<file path="src/rtl/smo_pkg.sv">
// constants and types shared by the supply monitor and option word block
`default_nettype none
package smo_pkg;

  // ==========================================================
  // register map (byte offsets on the plain register port)
  localparam logic [7:0] SMO_OFS_STATUS = 8'h00;
  localparam logic [7:0] SMO_OFS_OPTION = 8'h01;
  localparam logic [7:0] SMO_OFS_EVENT = 8'h02;
  localparam logic [7:0] SMO_OFS_MASK = 8'h03;

  // ==========================================================
  // field positions
  localparam int SMO_FLAG_BIT = 7;   // supply_low_flag in status
  localparam int SMO_EV_ILLEGAL = 0; // stop taken as illegal opcode
  localparam int SMO_EV_RECOVER = 1; // stop recovery finished
  localparam int SMO_EV_WDOG = 2;    // watchdog timeout
  localparam int SMO_EV_W = 3;       // number of event bits

  // ==========================================================
  // reset values
  localparam logic [7:0] SMO_RST_BYTE = 8'h00;
  localparam logic [SMO_EV_W-1:0] SMO_RST_EV = 3'h0;

  // ==========================================================
  // timing, in cycles of the named clock
  localparam int SMO_FILT_CPU = 9;      // cpu cycles at or below trip
  localparam int SMO_RISE_CPU = 1;      // cpu cycles above rising level
  localparam int SMO_FLAG_OSC = 36;     // inside the 32..40 window
  localparam int SMO_REC_SHORT = 32;    // short stop recovery
  localparam int SMO_REC_LONG = 4096;   // long stop recovery
  localparam int SMO_WD_SHORT = 8176;   // watchdog short timeout
  localparam int SMO_WD_LONG = 262128;  // watchdog long timeout
  localparam int SMO_CLK_MHZ = 100;     // core clock rate

  // ==========================================================
  // factory option word, fixed at manufacture
  typedef struct packed {
    logic monitor_in_stop_enable; // bit 7
    logic code_protection;        // bit 6
    logic monitor_reset_enable;   // bit 5
    logic monitor_power_enable;   // bit 4
    logic short_recovery_option;  // bit 3
    logic watchdog_period_select; // bit 2
    logic stop_enable;            // bit 1
    logic watchdog_disable;       // bit 0
  } smo_option_s;

  // arbitrary neutral default: monitor powered with resets enabled
  localparam smo_option_s SMO_OPTION_DEF = 8'h32;

  // stop mode sequencing
  typedef enum logic [1:0] {
    SMO_RUN,
    SMO_STOP,
    SMO_RECOVER
  } smo_stop_e;

endpackage

`default_nettype wire

</file>
<file path="src/rtl/smo_supply_monitor.sv">
// supply monitor filtering, fixed option word and stop/watchdog control
// ==========================================================
// Notes on behaviour
// - monitor powered only when power option set
// - reset after nine consecutive low cpu cycles
// - hold reset until above rising level once
// - monitor reset also pulls reset pin low
// - flag set after 36 low oscillator cycles
// - flag read-only, reset-cleared, clear above rising
// - monitor never raises an interrupt request
// - reset option off means flag polling only
// - monitor stays active and resets in wait
// - stop-enabled monitor trips reset without filter
// - monitor off in stop without stop enable
// - stop recovery 32 or 4096 oscillator cycles
// - watchdog timeout 8176 or 262128 oscillator cycles
// - stop disabled means illegal opcode event
// - watchdog disable option turns watchdog off
// - code protection blocks external memory reads
// - option word fixed, readable, never writable
//
// Decided for this implementation: the placing of the registers and strobed register access.
`timescale 1ns/1ps
`default_nettype none

module smo_supply_monitor
  import smo_pkg::*;
#(
  parameter smo_option_s OPTION_WORD = SMO_OPTION_DEF,
  parameter int WD_SHORT = SMO_WD_SHORT,
  parameter int WD_LONG = SMO_WD_LONG,
  parameter int REC_LONG = SMO_REC_LONG
) (
  input wire logic clk,
  input wire logic resetn,
  // register port
  input wire logic [7:0] reg_addr,
  input wire logic [7:0] reg_wdata,
  input wire logic reg_wr,
  input wire logic reg_rd,
  output logic [7:0] reg_rdata,
  output logic irq,
  // analogue comparator outputs, asynchronous
  input wire logic cmp_above_fall,
  input wire logic cmp_above_rise,
  // oscillator clock, sampled as a plain input
  input wire logic osc_clk,
  // cpu side requests, same clock
  input wire logic stop_req,
  input wire logic wake_req,
  input wire logic wd_service,
  input wire logic ext_read_req,
  // results
  output logic monitor_reset,
  output logic rst_pin_o,
  output logic rst_pin_oe,
  output logic monitor_power,
  output logic illegal_opcode,
  output logic stop_mode,
  output logic stop_exit,
  output logic wd_enable,
  output logic wd_timeout,
  output logic ext_read_grant
);

  // ==========================================================
  // derived counts
  localparam int FILT_W = $clog2(SMO_FILT_CPU + 1);
  localparam int FLAG_W = $clog2(SMO_FLAG_OSC + 1);
  localparam int REC_W = $clog2(REC_LONG + 1);
  localparam int WD_W = $clog2(WD_LONG + 1);
  localparam logic [FILT_W-1:0] FILT_N = FILT_W'(SMO_FILT_CPU);
  localparam logic [FLAG_W-1:0] FLAG_N = FLAG_W'(SMO_FLAG_OSC);
  localparam logic [REC_W-1:0] REC_S = REC_W'(SMO_REC_SHORT);
  localparam logic [REC_W-1:0] REC_L = REC_W'(REC_LONG);
  localparam logic [WD_W-1:0] WD_S = WD_W'(WD_SHORT);
  localparam logic [WD_W-1:0] WD_L = WD_W'(WD_LONG);

  // option word is a constant: no write path exists anywhere
  localparam smo_option_s OPT = OPTION_WORD;

  // ==========================================================
  // synchronisers, first stage read only by the second
  logic fall_s1_q, fall_s2_q; // above falling trip
  logic rise_s1_q, rise_s2_q; // above rising trip
  logic osc_s1_q, osc_s2_q, osc_s3_q; // oscillator sample
  logic osc_tick; // one pulse per oscillator rising edge

  // two flops on every asynchronous input
  always_ff @(posedge clk or negedge resetn) begin
    if (!resetn) begin
      fall_s1_q <= 1'b1;
      fall_s2_q <= 1'b1;
      rise_s1_q <= 1'b1;
      rise_s2_q <= 1'b1;
    end else begin
      fall_s1_q <= cmp_above_fall;
      fall_s2_q <= fall_s1_q;
      rise_s1_q <= cmp_above_rise;
      rise_s2_q <= rise_s1_q;
    end
  end

  // oscillator edge found on the second and third stage only
  always_ff @(posedge clk or negedge resetn) begin
    if (!resetn) begin
      osc_s1_q <= 1'b0;
      osc_s2_q <= 1'b0;
      osc_s3_q <= 1'b0;
    end else begin
      osc_s1_q <= osc_clk;
      osc_s2_q <= osc_s1_q;
      osc_s3_q <= osc_s2_q;
    end
  end

  assign osc_tick = osc_s2_q & ~osc_s3_q;

  // ==========================================================
  // stop state and monitor activity
  smo_stop_e stop_q, stop_d;
  logic [REC_W-1:0] rec_q; // recovery count of oscillator ticks
  logic active; // monitor powered and watching
  logic low; // synchronised supply at or below falling trip

  // monitor stays on in run and wait; stop needs its own option
  assign active = OPT.monitor_power_enable &
    ((stop_q == SMO_RUN) | OPT.monitor_in_stop_enable);
  assign low = ~fall_s2_q;

  // ==========================================================
  // cpu cycle filter on the reset path
  logic [FILT_W-1:0] filt_q; // consecutive low cpu cycles
  logic trip; // reset condition this cycle
  logic mon_rst_q; // monitor reset held

  // count low cycles, saturate, restart on any high sample
  always_ff @(posedge clk or negedge resetn) begin
    if (!resetn) begin
      filt_q <= '0;
    end else if (!low || !active) begin
      filt_q <= '0;
    end else if (filt_q != FILT_N) begin
      filt_q <= filt_q + FILT_W'(1);
    end
  end

  // outside stop the filter decides; in stop the clocks of the cpu
  // are gone, so a synchronised low alone trips the reset
  always_comb begin
    trip = 1'b0;
    if (active && OPT.monitor_reset_enable) begin
      if (stop_q != SMO_RUN) begin
        trip = low;
      end else begin
        trip = (filt_q == FILT_N);
      end
    end
  end

  // held reset; one cycle above the rising level ends it
  always_ff @(posedge clk or negedge resetn) begin
    if (!resetn) begin
      mon_rst_q <= 1'b0;
    end else if (trip) begin
      mon_rst_q <= 1'b1;
    end else if (rise_s2_q) begin
      mon_rst_q <= 1'b0;
    end
  end

  // reset outputs, the pin is open drain and only ever pulls low
  always_ff @(posedge clk or negedge resetn) begin
    if (!resetn) begin
      monitor_reset <= 1'b0;
      rst_pin_o <= 1'b0;
      rst_pin_oe <= 1'b0;
    end else begin
      monitor_reset <= mon_rst_q | trip;
      rst_pin_o <= 1'b0;
      rst_pin_oe <= mon_rst_q | trip;
    end
  end

  // ==========================================================
  // supply-low flag, counted in oscillator cycles
  logic [FLAG_W-1:0] flag_cnt_q; // oscillator ticks spent low
  logic flag_q; // status flag, no software write

  // tick counter restarts as soon as the supply is back up
  always_ff @(posedge clk or negedge resetn) begin
    if (!resetn) begin
      flag_cnt_q <= '0;
    end else if (!low || !active) begin
      flag_cnt_q <= '0;
    end else if (osc_tick && flag_cnt_q != FLAG_N) begin
      flag_cnt_q <= flag_cnt_q + FLAG_W'(1);
    end
  end

  // between the two trip levels the flag keeps its value
  always_ff @(posedge clk or negedge resetn) begin
    if (!resetn) begin
      flag_q <= 1'b0;
    end else if (rise_s2_q) begin
      flag_q <= 1'b0;
    end else if (flag_cnt_q == FLAG_N) begin
      flag_q <= 1'b1;
    end
  end

  // ==========================================================
  // stop sequencing
  logic rec_done; // recovery count reached
  logic [REC_W-1:0] rec_target;

  // short recovery is unsafe with a crystal that has not settled
  assign rec_target = OPT.short_recovery_option ? REC_S : REC_L;
  assign rec_done = (rec_q == rec_target);

  always_comb begin
    stop_d = stop_q;
    case (stop_q)
      SMO_RUN: begin
        if (stop_req && OPT.stop_enable) begin
          stop_d = SMO_STOP;
        end
      end
      SMO_STOP: begin
        if (wake_req) begin
          stop_d = SMO_RECOVER;
        end
      end
      SMO_RECOVER: begin
        if (rec_done) begin
          stop_d = SMO_RUN;
        end
      end
      default: begin
        stop_d = SMO_RUN;
      end
    endcase
    // a monitor reset pulls the device out of stop at once
    if (trip || mon_rst_q) begin
      stop_d = SMO_RUN;
    end
  end

  always_ff @(posedge clk or negedge resetn) begin
    if (!resetn) begin
      stop_q <= SMO_RUN;
    end else begin
      stop_q <= stop_d;
    end
  end

  // recovery counter runs only while recovering
  always_ff @(posedge clk or negedge resetn) begin
    if (!resetn) begin
      rec_q <= '0;
    end else if (stop_q != SMO_RECOVER) begin
      rec_q <= '0;
    end else if (osc_tick && !rec_done) begin
      rec_q <= rec_q + REC_W'(1);
    end
  end

  // stop status and single-cycle pulses
  always_ff @(posedge clk or negedge resetn) begin
    if (!resetn) begin
      stop_mode <= 1'b0;
      stop_exit <= 1'b0;
      illegal_opcode <= 1'b0;
      monitor_power <= 1'b0;
    end else begin
      stop_mode <= (stop_d != SMO_RUN);
      stop_exit <= (stop_q == SMO_RECOVER) && rec_done &&
        !trip && !mon_rst_q;
      illegal_opcode <= (stop_q == SMO_RUN) && stop_req &&
        !OPT.stop_enable;
      monitor_power <= active;
    end
  end

  // ==========================================================
  // watchdog period and enable
  logic [WD_W-1:0] wd_q; // oscillator ticks since service
  logic [WD_W-1:0] wd_target;
  logic wd_on;

  assign wd_on = ~OPT.watchdog_disable;
  assign wd_target = OPT.watchdog_period_select ? WD_S : WD_L;

  // the watchdog sleeps in stop so that recovery cannot bite
  always_ff @(posedge clk or negedge resetn) begin
    if (!resetn) begin
      wd_q <= '0;
    end else if (!wd_on || wd_service || stop_q != SMO_RUN) begin
      wd_q <= '0;
    end else if (wd_q == wd_target) begin
      wd_q <= '0;
    end else if (osc_tick) begin
      wd_q <= wd_q + WD_W'(1);
    end
  end

  always_ff @(posedge clk or negedge resetn) begin
    if (!resetn) begin
      wd_enable <= 1'b0;
      wd_timeout <= 1'b0;
    end else begin
      wd_enable <= wd_on;
      wd_timeout <= wd_on && !wd_service &&
        (stop_q == SMO_RUN) && (wd_q == wd_target);
    end
  end

  // ==========================================================
  // code protection on external program memory reads
  always_ff @(posedge clk or negedge resetn) begin
    if (!resetn) begin
      ext_read_grant <= 1'b0;
    end else begin
      ext_read_grant <= ext_read_req && !OPT.code_protection;
    end
  end

  // ==========================================================
  // event status and mask; the monitor itself feeds no event
  logic [SMO_EV_W-1:0] ev_q; // sticky events, write one to clear
  logic [SMO_EV_W-1:0] mask_q; // interrupt enables
  logic [SMO_EV_W-1:0] ev_set;
  logic [SMO_EV_W-1:0] ev_clr;
  logic wr_event;

  assign wr_event = reg_wr && (reg_addr == SMO_OFS_EVENT);
  assign ev_clr = wr_event ? reg_wdata[SMO_EV_W-1:0] : '0;

  always_comb begin
    ev_set = '0;
    ev_set[SMO_EV_ILLEGAL] = illegal_opcode;
    ev_set[SMO_EV_RECOVER] = stop_exit;
    ev_set[SMO_EV_WDOG] = wd_timeout;
  end

  // a new event beats a clear in the same cycle
  always_ff @(posedge clk or negedge resetn) begin
    if (!resetn) begin
      ev_q <= SMO_RST_EV;
    end else begin
      ev_q <= (ev_q & ~ev_clr) | ev_set;
    end
  end

  always_ff @(posedge clk or negedge resetn) begin
    if (!resetn) begin
      mask_q <= SMO_RST_EV;
    end else if (reg_wr && reg_addr == SMO_OFS_MASK) begin
      mask_q <= reg_wdata[SMO_EV_W-1:0];
    end
  end

  // level interrupt from the stored bits
  always_ff @(posedge clk or negedge resetn) begin
    if (!resetn) begin
      irq <= 1'b0;
    end else begin
      irq <= |(((ev_q & ~ev_clr) | ev_set) & mask_q);
    end
  end

  // ==========================================================
  // read path: data stand one cycle after the strobe, else zero
  logic [7:0] rd_d;

  always_comb begin
    rd_d = SMO_RST_BYTE;
    case (reg_addr)
      SMO_OFS_STATUS: rd_d[SMO_FLAG_BIT] = flag_q;
      SMO_OFS_OPTION: rd_d = OPT;
      SMO_OFS_EVENT: rd_d[SMO_EV_W-1:0] = ev_q;
      SMO_OFS_MASK: rd_d[SMO_EV_W-1:0] = mask_q;
      default: rd_d = SMO_RST_BYTE;
    endcase
  end

  always_ff @(posedge clk or negedge resetn) begin
    if (!resetn) begin
      reg_rdata <= SMO_RST_BYTE;
    end else if (reg_rd) begin
      reg_rdata <= rd_d;
    end else begin
      reg_rdata <= SMO_RST_BYTE;
    end
  end

endmodule // smo_supply_monitor

`default_nettype wire
</file>
<file path="config.mk">
export PLATFORM = sky130hd
export DESIGN_NAME = smo_supply_monitor
export DESIGN_NICKNAME = d
export VERILOG_FILES = /design/src/rtl/smo_pkg.sv /design/src/rtl/smo_supply_monitor.sv
export SDC_FILE = /design/constraint.sdc
export NUM_CORES = 1
export LEC_CHECK = 0
export ABC_CLOCK_PERIOD_IN_PS = 2210
export BUFFER_PORTS_ARGS = -buffer_cell sky130_fd_sc_hd__buf_2
export CAP_MARGIN = 20
export CORE_MARGIN = 1.5
export CORE_UTILIZATION = 40
export DETAILED_ROUTE_END_ITERATION = 6
export PLACE_DENSITY = 0.6
export RECOVER_POWER = 25
export SYNTH_ARGS = -nofsm -noshare
export SYNTH_HDL_FRONTEND = slang
export SYNTH_SLANG_ARGS = --single-unit
</file>
<file path="constraint.sdc">
create_clock -name clk -period 2.21 [get_ports clk]
set_clock_uncertainty 0.05 [all_clocks]
set_input_delay 0.221 -clock clk [delete_from_list [all_inputs] [get_ports clk]]
set_output_delay 0.221 -clock clk [all_outputs]
set_load 0.005 [all_outputs]
</file>
* After elaboration in Yosys (flattened, before gate mapping)
Cells that the tools add are included.
Word-level totals: logic and storage cells 102, bits in registers 74
Operators by class: mux-type cells 25, bitwise logic cells 8, equality and inequality tests 12, reduce and logical (&&, ||, !) cells 28, add/subtract/negate cells 4
Operators with widths (number):
- 18-bit 2-to-1 mux | 3
- 13-bit 2-to-1 mux | 2
- 18-bit by 1-bit adder with 18-bit output, second input constant | 1
- 18-bit == test, second input constant | 1
- 8-bit by 2-bit == test with 1-bit output, second input constant | 2
- 2-bit nonzero test | 7
- 13-bit by 1-bit adder with 13-bit output, second input constant | 1
- 13-bit == test, second input constant | 1
- 6-bit 2-to-1 mux | 2
- 1-bit logical AND | 9
- 3-bit case mux with 3 select lines | 1
- 8-bit by 1-bit == test with 1-bit output, second input constant | 1
- 8-bit logical NOT | 1
- 2-bit 2-to-1 mux | 4
- 4-bit 2-to-1 mux | 2
- 8-bit 2-to-1 mux | 1
- 1-bit 2-to-1 mux | 7
- 6-bit by 1-bit adder with 6-bit output, second input constant | 1
- 3-bit bitwise AND | 2
- 6-bit == test, second input constant | 1
- 3-bit 2-to-1 mux | 2
- 6-bit != test, second input constant | 1
- 2-bit case mux with 3 select lines | 1
- 1-bit logical NOT | 5
- other kinds (15) | 18

* Logic depth before layout (Yosys ltp)
Gate-level depths: netlist of the first run.
word-level depth 8, mapped depth 7, gate-level depth less buffers 6

* Worst setup path after synthesis of the first run
Ideal clock, no wire load.
path kind register -> register, start reg rec_q[0], end reg rec_q[4], setup slack 0.505 ns, data required time 2.082 ns, stages on the path, launching flop included 7, setup time 0.078 ns, clock period less this slack 1.705 ns, buffers on the path 0, arrival time 1.577 ns, path through dfrtp_1 -> inv_1 -> ha_1 -> nor4b_1 -> a31oi_1 -> a21bo_2 -> a21oi_1
On the way: longest elaborated chain between the ends 4, elaborated cells on any way between the ends 7, classes of those cells add/sub (1); eq/ne (1); mux (2); reduce/logical (3)
Ends and longest elaborated chain:
- start, declared | RTL line smo_supply_monitor.sv:122 | logic [REC_W-1:0] rec_q;
- start signal, assigned | RTL line smo_supply_monitor.sv:264 | rec_q <= rec_q + REC_W'(1);
- parallel branches: the longest is 4 deep, another holds 13-bit by 1-bit adder with 13-bit output
Several ways; the timed one is not identified. The select of a mux whose other input is x is not followed. A chain may end at the register's enable or synchronous reset.

* Worst setup path after layout of the first run
Same ends and word-level chain as after synthesis.

==> results of run 1 <==
-- cell usage after synthesis, drive strengths merged (2+ instances only) --
cell type | number | area (sq um)
nand2b | 4 | 25.0
or4b | 2 | 20.0
a211oi | 2 | 15.0
xor2 | 13 | 114
a31oi | 2 | 12.5
nor4bb | 2 | 20.0
a21bo | 2 | 20.0
inv | 14 | 52.6
nand2 | 19 | 71.3
dfrtp | 67 | 1680
xnor2 | 10 | 87.6
dfstp | 4 | 105
clkbuf | 6 | 22.5
nand4 | 9 | 56.3
mux2i | 5 | 50.1
a21oi | 22 | 110
ha | 8 | 100
conb | 2 | 7.51
nor2 | 34 | 128
or4 | 3 | 26.3
mux2 | 3 | 33.8
o31ai | 3 | 22.5
nor4 | 3 | 33.8
buf | 9 | 66.3
nor4b | 3 | 26.3
o21ai | 7 | 35.0
nand3 | 15 | 80.1
o41ai | 2 | 17.5
nand3b | 5 | 37.5
o21bai | 2 | 18.8
and4 | 2 | 20.0
or3 | 9 | 57.6
and3 | 5 | 32.5
nor3 | 8 | 40.0
nor3b | 3 | 22.5
-- path summary, 6_finish.rpt --
check / depth (start not counted) / start / to / slack (ps)
setup / recovery: 6 / rec_q[0]$_DFFE_PN0P_ / rec_q[4]$_DFFE_PN0P_ / 250
hold / removal: 2 / reg_wdata[0] / ev_q[0]$_DFF_PN0_ / 50
setup reg to reg: 6 / rec_q[0]$_DFFE_PN0P_ / rec_q[4]$_DFFE_PN0P_ / 250
hold reg to reg: 0 / osc_s1_q$_DFF_PN0_ / osc_s2_q$_DFF_PN0_ / 300
max in group asynchronous: 3 / resetn / wd_timeout$_DFF_PN0_ / 870
min in group asynchronous: 3 / resetn / filt_q[2]$_DFFE_PN0P_ / 620
-- power by group through the flow --
stage	clock network, W	logic, W	registers [W]
floorplan	0	0.000201	0.00143
global placement	0	0.000318	0.00145
detailed placement	0	0.000322	0.00145
CTS	0.00127	0.000329	0.00143
global route	0.00133	0.000366	0.00144
finish	0.00123	0.000318	0.00142
-- cell type report --
class	instances	area [sq um]
multi-input combinational	222	1430
clock buffer	10	128
sequential	71	1780
inverter	14	52.6
timing repair buffer	46	280
tap	105	131
fill	788	4260
clock inverter	6	109
-- per-stage QoR --
step / setup WS [ps] / utilization
2_1_floorplan: 505 / -
6_report: 249 / 0.479
5_1_grt: 22.6 / 0.479
3_5_place_dp: 218 / 0.445
4_1_cts: 198 / 0.480
3_3_place_gp: 296 / 0.445
-- critical path, cell delays in order (launching register included) --
cell	delay, ps
dfrtp_1	440
inv_1	80
ha_1	130
nor4b_1	440
a31oi_1	330
a21bo_2	290
a21oi_1	110
-- registers in the layout (all words and copies together) (netlist names), 2 cells and up --
signal / cells
rec_q: 13
flag_cnt_q: 6
filt_q: 4
wd_q: 18
mask_q: 3
reg_rdata: 5
stop_q: 2
ev_q: 3
-- routing by layer --
| metal | vias to the layer above | wire length, um | global-route usage |
|---|---|---|---|
| met1 | 1127 | 3030 | 0.207 |
| li1 | 1205 | - | - |
| met2 | 46 | 2740 | 0.237 |
| met3 | 9 | 200 | 0.0386 |
| met4 | 0 | 95 | 0.0597 |
| met5 | - | 0 | 0 |
-- logic make-up after synthesis --
family                   Yosys count  synth area share
buffers and inverters             29            0.0423
AO/OA/AOI/OAI                     47            0.0875
XOR/XNOR                          23            0.0602
adder cells (fa/ha/maj)            8            0.0299
AND/OR/NAND/NOR                  131             0.220
multiplexers                       8            0.0251
other                              2           0.00225
flip-flops                        71             0.533
-- what timing repair did --
| action | CTS | global route |
|---|---|---|
| resized for setup | 0 | 0 |
| hold endpoints to repair | 71 | 0 |
| hold buffers | 5 | 0 |
| buffers inserted | 0 | 0 |
==> flow_metrics.tcl, run 1 <==
set metrics [dict create \
    areaGrowthSynthToFinish_pct 17.1 \
    final_area_sq_um 3920 \
    die_h_um 94.4 \
    clockRootBuffer "clkbuf_8" \
    coreArea_sq_um 8180 \
    relSlewSlack 0.355 \
    synth_warnings 0 \
    crit_type "register to register" \
    synthArstFlopShare 1.00 \
    sw_frac_of_total 0.244 \
    max_freq_mhz 510 \
    drtIter0Drc 58 \
    leakage_nw 1.72 \
    hold_ws_ps 48.3 \
    finalSetupViolCount 0 \
    irDropWorstVdd_uv 510 \
    rsz0062_at_grt "false" \
    wirelength_um 6060 \
    cellPowerDensity_nw_per_um2 760 \
    yosysUniqueCellTypes 54 \
    vias_per_cell 5.04 \
    ys.flop_type "dfrtp_1" \
    antenna_found_initial 0 \
    end_kind "register" \
    tightest_slew_ps 968 \
    h-tree-depth 3 \
    antenna_left 0 \
    netlist_instances 319 \
    chipWidth_um 94.4 \
    drv_slew 0 \
    fin_crit_ps 1960 \
    port_buffers 36 \
    instances_no_fill 474 \
    hold_viol_final 0 \
    p_sw_w 0.000727 \
    setup_tns_ps 0 \
    avgSynthCellArea_sq_um 10.5 \
    ys_ff_latch 71 \
    critPathRequiredTime_ps 2420 \
    internal_power_w 0.00225 \
    grt_overflow 0 \
    total_power_w 0.00297 \
    synth-seq-area-share 0.533 \
    drt_pre_antenna_iters 4 \
    gr-usage-all-layers 0.153 \
    clockBufferDepth 2 \
    drv_cap 0 \
    worstHoldPathType "input port to register" \
    syn_area_sq_um 3340 \
    antennaDiodeCount 0 \
    synth_edf_count 0 \
    crit_arrival_ps 2170 \
    grt_pass1_vias 2290 \
    globalplace.congestion 0.758 \
    mostFrequentLayoutCells "dfrtp_1, buf_2, nor2_1" \
    top_level_ports 46 \
    worstPathMaxFanout 6 \
    vias 2387 \
    die_area_sq_um 8920 \
    seq_power_share 0.479 \
    grt_max_degree 72 \
    post-route-drc-count 0 \
    layout-drive-gt1-share 0.203 \
    grt_pass1_wl_um 10600 \
    wire_per_inst_um 12.8 \
    initial_core_util 0.409 \
    startpoint_type "register" \
    final_common_cell "dfrtp_1" \
    finalCritPeriodShare 0.887 \
    placementRows 33 \
    numCtsBuffers 9 \
    status "finished, final reports clean" \
    nets 399 \
    dp_hpwl_um 4120 \
    clk_latency_ps 340 \
    postPlaceCellArea_sq_um 3640 \
    power_frac_comb 0.107 \
    path_clk_slew_ps 70 \
    clkPwrFrac 0.414 \
    cts_sinks 71 \
    cts_tree "done" \
    placed_cells 453 \
]
No activity file was read; power rests on OpenSTA's default activity.
==> run 2, diff against run 1 <==
- MAX_ROUTING_LAYER: unset -> met4
==> run 2 against run 1 <==
Sequential power hardly changed. Register-to-register slack hardly changed. Total power rose by 0.11%. Critical path type unchanged. Largest cell class unchanged.
==> flow_metrics.tcl, run 2 (synthesis gave the netlist of run 1 again) <==
set metrics [dict create \
    fin_crit_ps 1970 \
    leakage_nw 1.72 \
    grt_pass1_wl_um 10600 \
    drv_slew 0 \
    wire_per_inst_um 12.8 \
    mostFrequentLayoutCells "dfrtp_1, buf_2, nor2_1" \
    nets 399 \
    vias 2384 \
    crit_path_start "rec_q[0]$_DFFE_PN0P_" \
    grt_overflow 0 \
    critPathMaxStageDelay_ps 440 \
    drtIter0Drc 57 \
    coreArea_sq_um 8180 \
    layout-drive-gt1-share 0.203 \
    wirelength_um 6070 \
    clk_latency_ps 340 \
    finalSetupViolCount 0 \
    path_clk_slew_ps 80 \
    gr-usage-all-layers 0.158 \
    worst_path_max_delay_cell "dfrtp_1" \
    top_level_ports 46 \
    antennaDiodeCount 0 \
    areaGrowthSynthToFinish_pct 17.1 \
    cts_setup_buffers 0 \
    top_register "wd_q" \
    cts_sinks 71 \
    end_kind "register" \
    finalCritPeriodShare 0.891 \
    largestRegisters "wd_q (18), rec_q (13), flag_cnt_q (6)" \
    post-route-drc-count 0 \
    die_area_sq_um 8920 \
    grt_max_degree 72 \
    rsz0062_at_grt "false" \
    port_buffers 36 \
    antenna_found_initial 0 \
    initial_core_util 0.409 \
    globalplace.congestion 0.768 \
    critPathRequiredTime_ps 2420 \
    largest_reg_flops 18 \
    rr_worst_depth 6 \
    placementRows 33 \
    setup.worst_path.end "rec_q[4]$_DFFE_PN0P_" \
    cts_hold_buf 5 \
    setup_tns_ps 0 \
    min_from "reg_wdata[0]" \
    drv_cap 0 \
    r2r_end "rec_q[4]$_DFFE_PN0P_" \
    dp_hpwl_um 4120 \
    placed_cells 453 \
    max_freq_mhz 508 \
    vias_per_cell 5.03 \
    worstPathMaxFanout 6 \
    irDropWorstVdd_uv 510 \
    cts_resized 0 \
    tightest_slew_ps 966 \
    drt_pre_antenna_iters 4 \
    startpoint_type "register" \
    status "finished, final reports clean" \
    chipWidth_um 94.4 \
    cts_tree "done" \
    antenna_left 0 \
    numCtsBuffers 9 \
    h-tree-depth 3 \
    worstHoldPathType "input port to register" \
    hold_viol_final 0 \
    clockBufferDepth 2 \
    worstPathCellList "inv_1 > ha_1 > nor4b_1 > a31oi_1 > a21bo_2 > a21oi_1" \
    cellPowerDensity_nw_per_um2 761 \
    ff2ff_setup_slack_ps 240 \
    hold_ws_ps 47.0 \
    die_h_um 94.4 \
    instances_no_fill 474 \
    clockRootBuffer "clkbuf_8" \
    final_common_cell "dfrtp_1" \
    grt_pass1_vias 2297 \
    reg2reg_from "rec_q[0]$_DFFE_PN0P_" \
    crit_arrival_ps 2180 \
    relSlewSlack 0.356 \
    fillCellCount 788 \
    crit_type "register to register" \
]
## run 2: area by class of cell
type | count | area, sq um | share of cell area
sequential | 71 | 1780 | 0.455
timing repair buffer | 46 | 280 | 0.0716
tap | 105 | 131 | 0.0336
clock buffer | 10 | 128 | 0.0326
multi-input combinational | 222 | 1430 | 0.366
clock inverter | 6 | 109 | 0.0278
inverter | 14 | 52.6 | 0.0134
## run 2: layer usage
metal  vias up  global-route usage  part of all wire
met5         -                   -                 0
met4         0              0.0672             0.017
met3        13              0.0314             0.035
met2        45               0.237              0.45
met1      1122               0.208              0.50
li1       1204                   -                 -
## run 2: worst min path at each step
stage	end	cells past startpoint
4_1_cts	ev_q[0]$_DFF_PN0_	2
5_1_grt	ev_q[0]$_DFF_PN0_	2
3_5_place_dp	filt_q[2]$_DFFE_PN0P_	2
6_report	ev_q[0]$_DFF_PN0_	2
3_3_place_gp	wd_enable$_DFF_PN0_	2
2_1_floorplan	ev_q[0]$_DFF_PN0_	0
## run 2: power breakdown
group	switching (W)	total (W)	leakage [nW]	internal, W
clock network	0.000488	0.00124	0.120	0.000748
logic	0.000183	0.000318	0.645	0.000135
registers	0.0000601	0.00142	0.952	0.00136
## run 2: critical path, delay by kind of cell (launching register included)
| family | cells | cell delay [ps] |
|---|---|---|
| compound gates | 3 | 740 |
| fa+ha+maj | 1 | 130 |
| buf+inv | 1 | 80 |
| flops | 1 | 440 |
| simple gates | 1 | 440 |
## run 2: through the flow
step / setup slack, ps / util / instance area (sq um) / total power, W
floorplan: 505 / - / 3360 / 0.00163
global placement: 296 / 0.445 / 3640 / 0.00177
detailed placement: 218 / 0.445 / 3640 / 0.00177
CTS: 198 / 0.480 / 3930 / 0.00303
global route: 21.8 / 0.479 / 3920 / 0.00313
finish: 241 / 0.479 / 3920 / 0.00298
